`src/core/irq_bank_map.svh`:
```
/*
  register offsets, reset values and field sizes of the interrupt enable and pending bank.
  assumes a 32-bit apb slave with word-aligned registers.
*/
`ifndef IRQ_BANK_MAP_SVH
`define IRQ_BANK_MAP_SVH

// ==========================================================
// register offsets (byte addresses)
`define OFS_ENABLE_SET 12'h000
`define OFS_ENABLE_CLEAR 12'h004
`define OFS_PENDING_SET 12'h008
`define OFS_PENDING_CLEAR 12'h00C
`define OFS_ACTIVE 12'h010
`define OFS_EVT_STATUS 12'h014
`define OFS_EVT_MASK 12'h018

// ==========================================================
// sizes and reset values
`define IRQ_COUNT 32
`define ADDR_BITS 12
`define ENABLE_RESET 32'h00000000
`define PENDING_RESET 32'h00000000
`define EVT_STATUS_RESET 2'h0
`define EVT_MASK_RESET 2'h0
`define EVT_BITS 2
`define EVT_NEW_PENDING 0
`define EVT_BAD_ADDR 1

`endif

```
`src/core/irq_bank_pkg.sv`:
```
/*
  types of the interrupt enable and pending bank.
  assumes irq_bank_map.svh supplies the sizes.
*/
`include "irq_bank_map.svh"

package irq_bank_pkg;
  typedef logic [`IRQ_COUNT-1:0] irq_vec_t;
  typedef enum logic [2:0] {reg_en_set, reg_en_clr, reg_pend_set, reg_pend_clr, reg_active, reg_evt_stat,
    reg_evt_mask, reg_none} reg_sel_t;
endpackage

```
`src/core/irq_enable_pending_bank.sv`:
```
/*
  per-interrupt enable and pending state for interrupts 0 to 31, reached over apb.
  assumes apb master on clk_sys; irq_source comes from peripherals on other timing and is synchronised here.
*/
`timescale 1ns/10ps
`include "irq_bank_map.svh"

module irq_enable_pending_bank
(
  input wire logic clk_sys,
  input wire logic rst_n,
  input wire logic psel,
  input wire logic penable,
  input wire logic pwrite,
  input wire logic [`ADDR_BITS-1:0] paddr,
  input wire logic [31:0] pwdata,
  output logic [31:0] prdata,
  output logic pready,
  output logic pslverr,
  input wire logic [`IRQ_COUNT-1:0] irq_source,
  output logic [`IRQ_COUNT-1:0] irq_active,
  output logic irq_event
);

  // ==========================================================
  // address decode
  function automatic irq_bank_pkg::reg_sel_t decode(input logic [`ADDR_BITS-1:0] addr);
    irq_bank_pkg::reg_sel_t sel;
    sel = irq_bank_pkg::reg_none;
    // holes and unaligned offsets decode to none
    unique case (addr)
      `OFS_ENABLE_SET: sel = irq_bank_pkg::reg_en_set;
      `OFS_ENABLE_CLEAR: sel = irq_bank_pkg::reg_en_clr;
      `OFS_PENDING_SET: sel = irq_bank_pkg::reg_pend_set;
      `OFS_PENDING_CLEAR: sel = irq_bank_pkg::reg_pend_clr;
      `OFS_ACTIVE: sel = irq_bank_pkg::reg_active;
      `OFS_EVT_STATUS: sel = irq_bank_pkg::reg_evt_stat;
      `OFS_EVT_MASK: sel = irq_bank_pkg::reg_evt_mask;
      default: sel = irq_bank_pkg::reg_none;
    endcase
    return sel;
  endfunction

  // flag state, next values, decode and write strobes
  irq_bank_pkg::irq_vec_t enable;
  irq_bank_pkg::irq_vec_t pending;
  irq_bank_pkg::irq_vec_t src_meta;
  irq_bank_pkg::irq_vec_t src_sync;
  irq_bank_pkg::irq_vec_t src_prev;
  irq_bank_pkg::irq_vec_t next_enable;
  irq_bank_pkg::irq_vec_t next_pending;
  irq_bank_pkg::irq_vec_t src_rise;
  logic [`EVT_BITS-1:0] evt_status;
  logic [`EVT_BITS-1:0] evt_mask;
  logic [`EVT_BITS-1:0] evt_hit;
  irq_bank_pkg::reg_sel_t sel;
  logic access;
  logic wr;
  logic setup;
  logic wr_enable_set;
  logic wr_enable_clear;
  logic wr_pending_set;
  logic wr_pending_clear;
  logic wr_evt_status;
  logic wr_evt_mask;

  // access phase: one wait-free cycle after setup
  assign setup = psel && !penable;
  assign access = psel && penable;
  assign wr = access && pwrite;
  assign sel = decode(paddr);

  // one write strobe per register except the active register, live in the access phase only
  assign wr_enable_set = wr && sel == irq_bank_pkg::reg_en_set;
  assign wr_enable_clear = wr && sel == irq_bank_pkg::reg_en_clr;
  assign wr_pending_set = wr && sel == irq_bank_pkg::reg_pend_set;
  assign wr_pending_clear = wr && sel == irq_bank_pkg::reg_pend_clr;
  assign wr_evt_status = wr && sel == irq_bank_pkg::reg_evt_stat;
  assign wr_evt_mask = wr && sel == irq_bank_pkg::reg_evt_mask;

  // ==========================================================
  // source synchroniser and edge detect
  // two flops before any logic reads a peripheral level
  always_ff @(posedge clk_sys or negedge rst_n)
  begin
    if (!rst_n)
    begin
      src_meta <= `PENDING_RESET;
      src_sync <= `PENDING_RESET;
    end
    else
    begin
      src_meta <= irq_source;
      src_sync <= src_meta;
    end
  end

  // last synchronised level; resets to the idle low, so a source held high through reset gives one edge after reset
  always_ff @(posedge clk_sys or negedge rst_n)
  begin
    if (!rst_n)
    begin
      src_prev <= `PENDING_RESET;
    end
    else
    begin
      src_prev <= src_sync;
    end
  end

  // one-cycle pulse on each rising source level
  assign src_rise = src_sync & ~src_prev;

  // ==========================================================
  // shared enable flags
  always_comb
  begin
    next_enable = enable;
    // ones act, zeros leave the flag alone
    if (wr_enable_set)
    begin
      next_enable = enable | pwdata;
    end
    else if (wr_enable_clear)
    begin
      next_enable = enable & ~pwdata;
    end
  end

  // one shared flag per interrupt, all off after reset
  always_ff @(posedge clk_sys or negedge rst_n)
  begin
    if (!rst_n)
    begin
      enable <= `ENABLE_RESET;
    end
    else
    begin
      enable <= next_enable;
    end
  end

  // ==========================================================
  // pending flags per interrupt
  // one copy of the update logic per interrupt, bit n for interrupt n
  genvar n;
  generate
    for (n = 0; n < `IRQ_COUNT; n++)
    begin : g_pend
      always_comb
      begin
        next_pending[n] = pending[n];
        // clear first so a same-cycle source edge still wins
        if (wr_pending_clear && pwdata[n])
        begin
          next_pending[n] = 1'b0;
        end
        // software pend, refused while the interrupt is disabled
        if (wr_pending_set && pwdata[n] && enable[n])
        begin
          next_pending[n] = 1'b1;
        end
        // peripheral edge, gated by the same enable
        if (src_rise[n] && enable[n])
        begin
          next_pending[n] = 1'b1;
        end
      end
    end
  endgenerate

  // pending flags; zero at reset for a defined start, software must not count on it
  always_ff @(posedge clk_sys or negedge rst_n)
  begin
    if (!rst_n)
    begin
      pending <= `PENDING_RESET;
    end
    else
    begin
      pending <= next_pending;
    end
  end

  // active request lines: pending and enabled
  always_ff @(posedge clk_sys or negedge rst_n)
  begin
    if (!rst_n)
    begin
      irq_active <= `PENDING_RESET;
    end
    else
    begin
      irq_active <= next_pending & next_enable;
    end
  end

  // ==========================================================
  // sticky event status, mask and interrupt line
  // any flag that turns pending this cycle
  assign evt_hit[`EVT_NEW_PENDING] = |(next_pending & ~pending);
  // an access phase to a hole in the map
  assign evt_hit[`EVT_BAD_ADDR] = access && sel == irq_bank_pkg::reg_none;

  // sticky status, write one to clear
  // an event in the clearing cycle survives the clear
  always_ff @(posedge clk_sys or negedge rst_n)
  begin
    if (!rst_n)
    begin
      evt_status <= `EVT_STATUS_RESET;
    end
    else if (wr_evt_status)
    begin
      evt_status <= (evt_status & ~pwdata[`EVT_BITS-1:0]) | evt_hit; // set beats clear
    end
    else
    begin
      evt_status <= evt_status | evt_hit;
    end
  end

  // event mask, plain read and write
  always_ff @(posedge clk_sys or negedge rst_n)
  begin
    if (!rst_n)
    begin
      evt_mask <= `EVT_MASK_RESET;
    end
    else if (wr_evt_mask)
    begin
      evt_mask <= pwdata[`EVT_BITS-1:0];
    end
  end

  // level output; follows the status one cycle later
  // unmasked events only; a masked event stays visible in the status
  always_ff @(posedge clk_sys or negedge rst_n)
  begin
    if (!rst_n)
    begin
      irq_event <= 1'b0;
    end
    else
    begin
      irq_event <= |(evt_status & evt_mask);
    end
  end

  // ==========================================================
  // apb handshake: ready in the cycle after setup, so the access phase is one cycle
  // a hole in the map is answered with an error, never left hanging
  always_ff @(posedge clk_sys or negedge rst_n)
  begin
    if (!rst_n)
    begin
      pready <= 1'b0;
      pslverr <= 1'b0;
    end
    else
    begin
      pready <= setup;
      pslverr <= setup && sel == irq_bank_pkg::reg_none;
    end
  end

  // read data, captured during setup so it stands through the access phase
  // writes answer zero; between transfers the last word is held
  always_ff @(posedge clk_sys or negedge rst_n)
  begin
    if (!rst_n)
    begin
      prdata <= 32'h00000000;
    end
    else if (setup && pwrite)
    begin
      prdata <= 32'h00000000;
    end
    else if (setup)
    begin
      unique case (sel)
        irq_bank_pkg::reg_en_set: prdata <= enable;
        irq_bank_pkg::reg_en_clr: prdata <= enable;
        irq_bank_pkg::reg_pend_set: prdata <= pending;
        irq_bank_pkg::reg_pend_clr: prdata <= pending;
        irq_bank_pkg::reg_active: prdata <= pending & enable;
        irq_bank_pkg::reg_evt_stat: prdata <= {30'h0, evt_status};
        irq_bank_pkg::reg_evt_mask: prdata <= {30'h0, evt_mask};
        irq_bank_pkg::reg_none: prdata <= 32'h00000000;
      endcase
    end
  end

endmodule

```
`config.mk`:
```
export PLATFORM = sky130hd
export DESIGN_NAME = irq_enable_pending_bank
export DESIGN_NICKNAME = d
export VERILOG_FILES = /design/src/core/irq_bank_pkg.sv /design/src/core/irq_enable_pending_bank.sv
export VERILOG_INCLUDE_DIRS = /design/src /design/src/core
export SDC_FILE = /design/constraint.sdc
export NUM_CORES = 1
export LEC_CHECK = 0
export BUFFER_PORTS_ARGS = -buffer_cell sky130_fd_sc_hd__buf_2
export CORE_ASPECT_RATIO = 1.75
export CORE_MARGIN = 1
export CORE_UTILIZATION = 30
export DETAILED_ROUTE_END_ITERATION = 10
export GPL_ROUTABILITY_DRIVEN = 0
export PLACE_DENSITY = 0.49
export SYNTH_ARGS = -nofsm -noshare
export SYNTH_HDL_FRONTEND = slang
export SYNTH_SLANG_ARGS = --single-unit
```
`constraint.sdc`:
```
create_clock -name clk_sys -period 1.52 [get_ports clk_sys]
set_clock_uncertainty 0.05 [all_clocks]
set_input_delay 0.304 -clock clk_sys [delete_from_list [all_inputs] [get_ports clk_sys]]
set_output_delay 0.304 -clock clk_sys [all_outputs]
set_load 0.05 [all_outputs]
```
==> metrics.md, run 1 <==
| Metric | Value |
|---|---|
| Worst EP arrival | 1.94 ns |
| Pwr Density | 955.5 nW/µm² |
| Cells after synthesis | 802 |
| Iteration-0 DRC Markers | 384 |
| R2r setup slk | -0.05 ns |
| Final-report hold violation count | 0 |
| Yosys reg bits | 231 |
| Worst setup path category | register to register |
| Library cells used by synthesis | 53 |
| Least-Margin Pin Slew | 0.4720 ns |
| Io pins | 148 |
| Layout cells sized above 1 | 39.09% |
| Largest net degree at the start of global routing | 44 |
| Clk_lat worst skew | 0.53 ns |
| Vias per Instance | 4.967 |
| Critical Path, Cell by Cell | nand2_1, o22ai_1, nor4_1, nand4_1, a311o_1 |
| Placed Cells incl. Taps | 1,467 |
| CP max stage delay | 0.43 ns |
| Critical path's slowest cell | dfrtp_1 |
| Period utilization | 103.4% |
| Detailed Route WL | 31.05 mm |
| Most frequent cells in the layout | dfrtp_1 (230), buf_4 (179), nand2_1 (122) |
| Most common cell after layout, fill and taps aside | dfrtp_1 |
| Slew margin rel. | 68.53% |
| Max FO, Critical Path | 4 |
| Post-synthesis async set-or-reset flop share | 100.0% |
| Fmax | 636.0 MHz |
| Data required time at the worst endpoint | 1.89 ns |
| DIE AREA | 31,190 µm² |
| # fillers | 2,825 |
| # DRC | 0 |
| Sequential share of the synthesized area | 63.26% |
| Final Instance Count excl. Fillers | 1,557 |
| Syn_nets | 883 |
| Core ar. | 29,950 µm² |
| Synthesized cell area | 9138 µm² |
| Vias in the first global route | 7,867 |
| Vias post-DR | 7,734 |
| Initial antenna violation count | 1 |
| Leakage | 6.401 nW |
| Pre-antenna DRT Iters | 5 |
| Syn-to-layout area delta | 48.79% |
| Clk Tree Root Cell | clkbuf_16 |
| Max Root-Sink Buffers | 3 |
| Chip width | 133.9 µm |
| Placed cell areas | 11,850 µm² |
| Clock-pin slew of the registers on the worst-case setup and hold paths | 0.06 ns |
| Failing checks | negative setup slack |
| Total Power | 12.99 mW |
| Setup slack after layout | -0.05244 ns |
| Nets | 1,235 |
| Clock buffer count from CTS | 24 |
| Slew Limit Fails | 0 |
| Total number of H-tree levels | 1 |
| Detailed Place HPWL | 21.29 mm |
| Top FF cell, synth | dfrtp_1 |
| First-pass GRT wire length | 45.85 mm |
| CTS sink count | 231 |
| Port Buffers | 147 |
| Gr usage total | 19.76% |
| Initial Utilization | 30.51% |
| CTS tree | done |
| Avg Synthesized Cell Area | 11.39 µm² |
| Final number of setup-violating endpoints | 13 |
| Final core occ | 45.39% |
| Min Tclk post-route | 1.572 ns |
| Max_cap viols | 0 |
| Pre-CTS WS | -0.5749 ns |
| Design Area, Final | 13,600 µm² |
| Worst hold path type | primary input to register |
| Remaining Overflow, GRT | 0 |
| Chip height | 232.9 µm |
| Rows | 84 |
| Yosys warns | 0 |
| Crit end category | register |
| WL/cell | 19.94 µm |
| Post-synth EDFFs | 0 |
| Final ANT Viol Nets | 0 |
| Status | finished with violations |
| RSZ-0062 raised after global routing | true |
| Crit start category | register |
| Max VDD drop | 0.0007223 V |
## stage by stage
step | TNS (ns) | hold WS (ns)
after floorplan | -12.85 | -0.04159
after global placement | -47.91 | 0.2029
after detailed placement | -53.22 | 0.1986
after CTS | -0.04238 | 0.01710
after global routing | -0.7379 | 0.04939
final | -0.3443 | 0.04634
## cell families (layout without fill, tap and decap cells)
kind of cell | count (synthesis) | count (layout) | share of synthesized area [%]
compound gates | 222 | 222 | 16.90
buf+inv | 65 | 432 | 2.834
flops | 231 | 231 | 63.26
mux | 19 | 19 | 2.109
other cells | 0 | 1 | 0
simple gates | 265 | 265 | 14.90
## Yosys cell counts (all sizes together), types with 2 or more instances
cell | count | area, µm²
nor2 | 28 | 107.6
dfrtp | 231 | 5781
or2 | 2 | 12.52
o21ai | 50 | 250.2
and3b | 2 | 17.52
a32oi | 28 | 245.2
a22o | 3 | 26.28
and3 | 2 | 12.51
a311oi | 3 | 26.28
mux2 | 2 | 22.52
a21boi | 7 | 52.55
nor4 | 6 | 67.56
nand3 | 35 | 175.2
a311o | 2 | 20.02
a31oi | 9 | 56.30
a22oi | 10 | 75.07
and4 | 5 | 43.79
nor3 | 3 | 15.01
a221o | 2 | 20.02
a21o | 34 | 255.2
a21oi | 18 | 90.09
o2bb2ai | 16 | 140.1
o2111ai | 3 | 26.28
nand3b | 33 | 247.7
inv | 25 | 93.84
o311ai | 5 | 43.79
o22ai | 25 | 156.4
nand4 | 5 | 37.53
or4bb | 6 | 67.56
buf | 17 | 78.83
and2 | 6 | 37.54
clkbuf | 22 | 82.58
nand2 | 127 | 476.7
mux2i | 17 | 170.2
o31ai | 3 | 22.52
## area by class of cell
cell class,instances,area [µm²],share of cell area (%)
well taps,387,484.2,3.562
repair buffers,365,2954,21.73
inverters,26,97.59,0.7178
clock buffers,38,754.5,5.549
multi-input cells,506,3503,25.77
diodes,1,2.502,0.01841
flip-flops and latches,231,5782,42.53
clock inverters,3,17.52,0.1288
## critical path: cells and delay by family (launching register included)
family	cells	cell delay, ns
compound gates	2	0.45
simple gates	3	0.53
flops	1	0.43
## layer usage
metal | vias up | track usage [%] | wire [µm]
met5 | - | 0 | 0
met4 | 0 | 11.26 | 1306
met3 | 58 | 2.135 | 1013
met2 | 201 | 34.99 | 16390
met1 | 3864 | 22.97 | 12340
li1 | 3611 | - | -
## flip-flops by register name, indices dropped and copies added, names as in the netlist
| name | count |
|---|---|
| prdata | 32 |
| evt_status | 2 |
| enable | 32 |
| src_meta | 32 |
| irq_active | 32 |
| pending | 32 |
| src_prev | 32 |
| irq_event | 1 |
| pslverr | 1 |
| pready | 1 |
| evt_mask | 2 |
| src_sync | 32 |
## repair_timing
action	4_1_cts	5_1_grt
endpoints found under the hold margin	125	0
buffers inserted	3	8
gates resized for setup	72	52
gates cloned	0	4
setup endpoints to repair	36	36
hold buffers	33	0
pin swaps	11	36
## report_power, final
part           switching [mW]  internal (mW)  total (mW)
registers              0.0553           6.28        6.34
logic                   0.483          0.371       0.854
clock network            2.42           3.38        5.80
## final timing paths
path | from | to | cells past startpoint
min reg2reg | src_meta[20]$_DFF_PN0_ | src_sync[20]$_DFF_PN0_ | 0
max in group asynchronous | rst_n | src_meta[5]$_DFF_PN0_ | 3
max | enable[5]$_DFF_PN0_ | evt_status[0]$_DFF_PN0_ | 5
min | pwdata[0] | evt_mask[0]$_DFFE_PN0P_ | 2
max reg2reg | enable[5]$_DFF_PN0_ | evt_status[0]$_DFF_PN0_ | 5
min in group asynchronous | rst_n | irq_active[20]$_DFF_PN0_ | 2
Note: power is estimated with default switching activity, not from simulation.
==> run 2: changes to the inputs <==
ABC_AREA = 1   (was not set)
ABC_CLOCK_PERIOD_IN_PS = 1520   (was not set)
GPL_TIMING_DRIVEN = 1   (was not set)
==> run 2 against run 1 <==
  * The run still ends with negative setup slack left
  * Non-clock buffer count shrank 51
  * Register-to-register slack improved by 0.15 ns
  * Synthesized area rose by 3.5%
  * Sequential power hardly changed
  * First-iteration DRC count shrank 14%
  * Clock-buffer cell count is 6 lower
  * Sequential cell count is the same
  * Utilization is 1.4 points lower
  * Largest cell class unchanged
==> metrics.md, run 2 <==
| Metric | Value |
|---|---|
| Status | finished with violations |
| Failing checks | negative setup slack |
| CTS sink count | 231 |
| Seq pwr share | 49.5% |
| Final ANT Viol Nets | 0 |
| Remaining Overflow, GRT | 0 |
| Yosys reg bits | 231 |
| Initial Utilization | 30.65% |
| # fillers | 3,000 |
| Max layer used | met5 |
| Core ar. | 30,840 µm² |
| Final number of setup-violating endpoints | 2 |
| Post-synthesis async set-or-reset flop share | 100.0% |
| Nets | 1,343 |
| Io pins | 148 |
| Setup slack after layout | -0.05482 ns |
| CP max stage delay | 0.14 ns |
| Synth area leader | dfrtp_1 |
| Chip height | 236.8 µm |
| Data required time at the worst endpoint | 1.87 ns |
| Critical path's slowest cell | nor2_4 |
| Syn_nets | 1,042 |
| Clock-pin slew of the registers on the worst-case setup and hold paths | 0.06 ns |
| Fmax | 635.0 MHz |
| Total Negative Setup Slacks | -0.05962 ns |
| NetSw | 2.913 mW |
| Reg area | 5781 µm² |
| Layout cells sized above 1 | 34.82% |
| Iteration-0 DRC Markers | 332 |
| Synth top area share | 61.14% |
| Initial antenna violation count | 1 |
| Met2 routed WL | 16.19 mm |
| Area occupied by multi-input gates | 3428 µm² |
| DIE AREA | 32,250 µm² |
| Most frequent cells in the layout | dfrtp_1 (231), nand2_1 (167), inv_1 (120) |
| Max Root-Sink Buffers | 3 |
| Diodes inserted | 0 |
| Clock buffer count from CTS | 23 |
| Gr usage total | 18.22% |
| # DRC | 0 |
| Worst hold path type | primary input to register |
| Period utilization | 103.6% |
| Vias in the first global route | 8,120 |
| Cells after synthesis | 961 |
| Pre-antenna DRT Iters | 5 |
| Avg Synthesized Cell Area | 9.838 µm² |
| Slew margin rel. | 67.66% |
| Synthesized cell area | 9454 µm² |
| Placed Cells incl. Taps | 1,566 |
| RSZ-0062 raised after global routing | true |
| Vias post-DR | 7,954 |
| Crit end category | register |
| Total Power | 12.86 mW |
| Count leader, synth | dfrtp_1 |
| Clock share of power | 44.6% |
| Vias per Instance | 4.766 |
| Dominant cells by area after synthesis | dfrtp_1 (61%), nand2_1 (7.2%), inv_1 (5.0%) |
| Pwr Density | 946.5 nW/µm² |
| DR WL met3 | 1.010 mm |
| Post-synth top cells | dfrtp_1 (231), nand2_1 (181), inv_1 (127) |
| Max_cap viols | 0 |
| Critical Path, Cell by Cell | buf_2, nor2_4, nand2_4, nor2_4, nand3_2, buf_12, buf_12, o21ai_2, nand3_2, nand2_1, inv_1, nor2_2, nand2_2, nor2_2, nand3_1 |
| Hold Slack | 0.05152 ns |
| Sw frac | 22.66% |
| WL/cell | 17.66 µm |
| Detailed Route WL | 29.47 mm |
| Crit start category | primary input |
| Library cells used by synthesis | 29 |
| Clk_lat worst skew | 0.52 ns |
| Top FF cell, synth | dfrtp_1 |
| Final-report hold violation count | 0 |
| Logic gate share of total power | 5.9% |
| Leakage | 6.677 nW |
| Sequential share of the synthesized area | 61.14% |
| Syn-to-layout area delta | 43.66% |
| Largest net degree at the start of global routing | 46 |
| Worst path bufs/invs | 4 |
| Yosys warns | 0 |
| Max VDD drop | 0.0007648 V |
| Port Buffers | 147 |
| Min Tclk post-route | 1.575 ns |
| First-pass GRT wire length | 44.56 mm |
| CP delay by family, top | simple AND/OR/NAND/NOR gates |
| Pint | 9.943 mW |
| Detailed Place HPWL | 20.63 mm |
| Pre-CTS WS | -0.7836 ns |
| Final Instance Count excl. Fillers | 1,669 |
| Most common cell after layout, fill and taps aside | dfrtp_1 |
| Post-synth EDFFs | 0 |
| CTS tree | done |
| Chip width | 136.2 µm |
| Worst EP arrival | 1.92 ns |
| Clk Tree Root Cell | clkbuf_16 |
| Slew Limit Fails | 0 |
| M1 WL | 11.33 mm |
| Worst setup path category | primary input to register |
| Least-Margin Pin Slew | 0.4851 ns |
| Max FO, Critical Path | 4 |
| Total number of H-tree levels | 1 |
| Rows | 85 |
-- run 2: changes by cell type after synthesis, moves of 19 or more --
cell and change:
nand3_2 +20, a32oi_1 -28, o21ai_0 +56, a21o_1 -34, nand3_1 +19, o31ai_1 +26, nand4_1 +26, inv_1 +102
nand2_1 +54
-- run 2: worst paths after layout --
path | slack, ns | start | cells after the start | end
min in group asynchronous | 0.19 | rst_n | 2 | src_sync[28]$_DFF_PN0_
hold reg to reg | 0.30 | src_meta[3]$_DFF_PN0_ | 0 | src_sync[3]$_DFF_PN0_
hold / removal | 0.05 | pwdata[1] | 3 | enable[1]$_DFF_PN0_
setup reg to reg | 0.10 | pending[25]$_DFF_PN0_ | 9 | evt_status[0]$_DFF_PN0_
max in group asynchronous | 0.58 | rst_n | 4 | pready$_DFF_PN0_
setup / recovery | -0.05 | paddr[7] | 15 | evt_status[0]$_DFF_PN0_
-- run 2: cells by family (layout without fill, tap and decap cells) --
family                 Yosys count  after routing  share of synthesized area [%]
AOI/OAI and AO/OA              209            209                          12.64
and+or+nand+nor                350            350                          18.53
DFF                            231            231                          61.14
buffers and inverters          171            488                          7.689
-- run 2: timing repair --
item,CTS,global route
gates cloned,0,5
gates resized for setup,42,102
hold buffers,36,0
buffers inserted,8,13
setup endpoints to repair,28,62
pin swaps,7,32
endpoints found under the hold margin,164,0
-- run 2: tightest hold or removal path, cell delays in order --
cell and delay [ns]:
buf_2 0.10, o21ai_0 0.07, o21ai_1 0.10
-- run 2: cell type report --
cell class / count / share of cell area [%]
Clock buffer: 32 / 4.781
Clock inverter: 9 / 0.7646
Inverter: 133 / 3.786
Multi-Input combinational cell: 559 / 25.24
Sequential cell: 231 / 42.56
Tap cell: 391 / 3.602
Timing Repair Buffer: 314 / 19.26
-- run 2: per-layer routing --
layer | up-vias | GRT usage [%]
met5 | - | 0
met4 | 2 | 7.205
met3 | 42 | 2.483
met2 | 148 | 33.92
met1 | 3938 | 20.38
li1 | 3824 | -
-- run 2: per-stage QoR --
step                      area [µm²]  util, %
after floorplan                 9613        -
after global placement         11670    37.83
after detailed placement       11670    37.83
after CTS                      12960    42.02
after global routing           13580    44.04
final                          13580    44.04
-- run 2: power groups by stage --
stage / Clock, mW / Sequential, mW / Combinational (mW)
global route: 6.17 / 6.37 / 0.831
finish: 5.74 / 6.36 / 0.756
detailed placement: 0 / 6.48 / 0.656
floorplan: 0 / 6.46 / 0.167
CTS: 5.97 / 6.36 / 0.742
global placement: 0 / 6.48 / 0.650
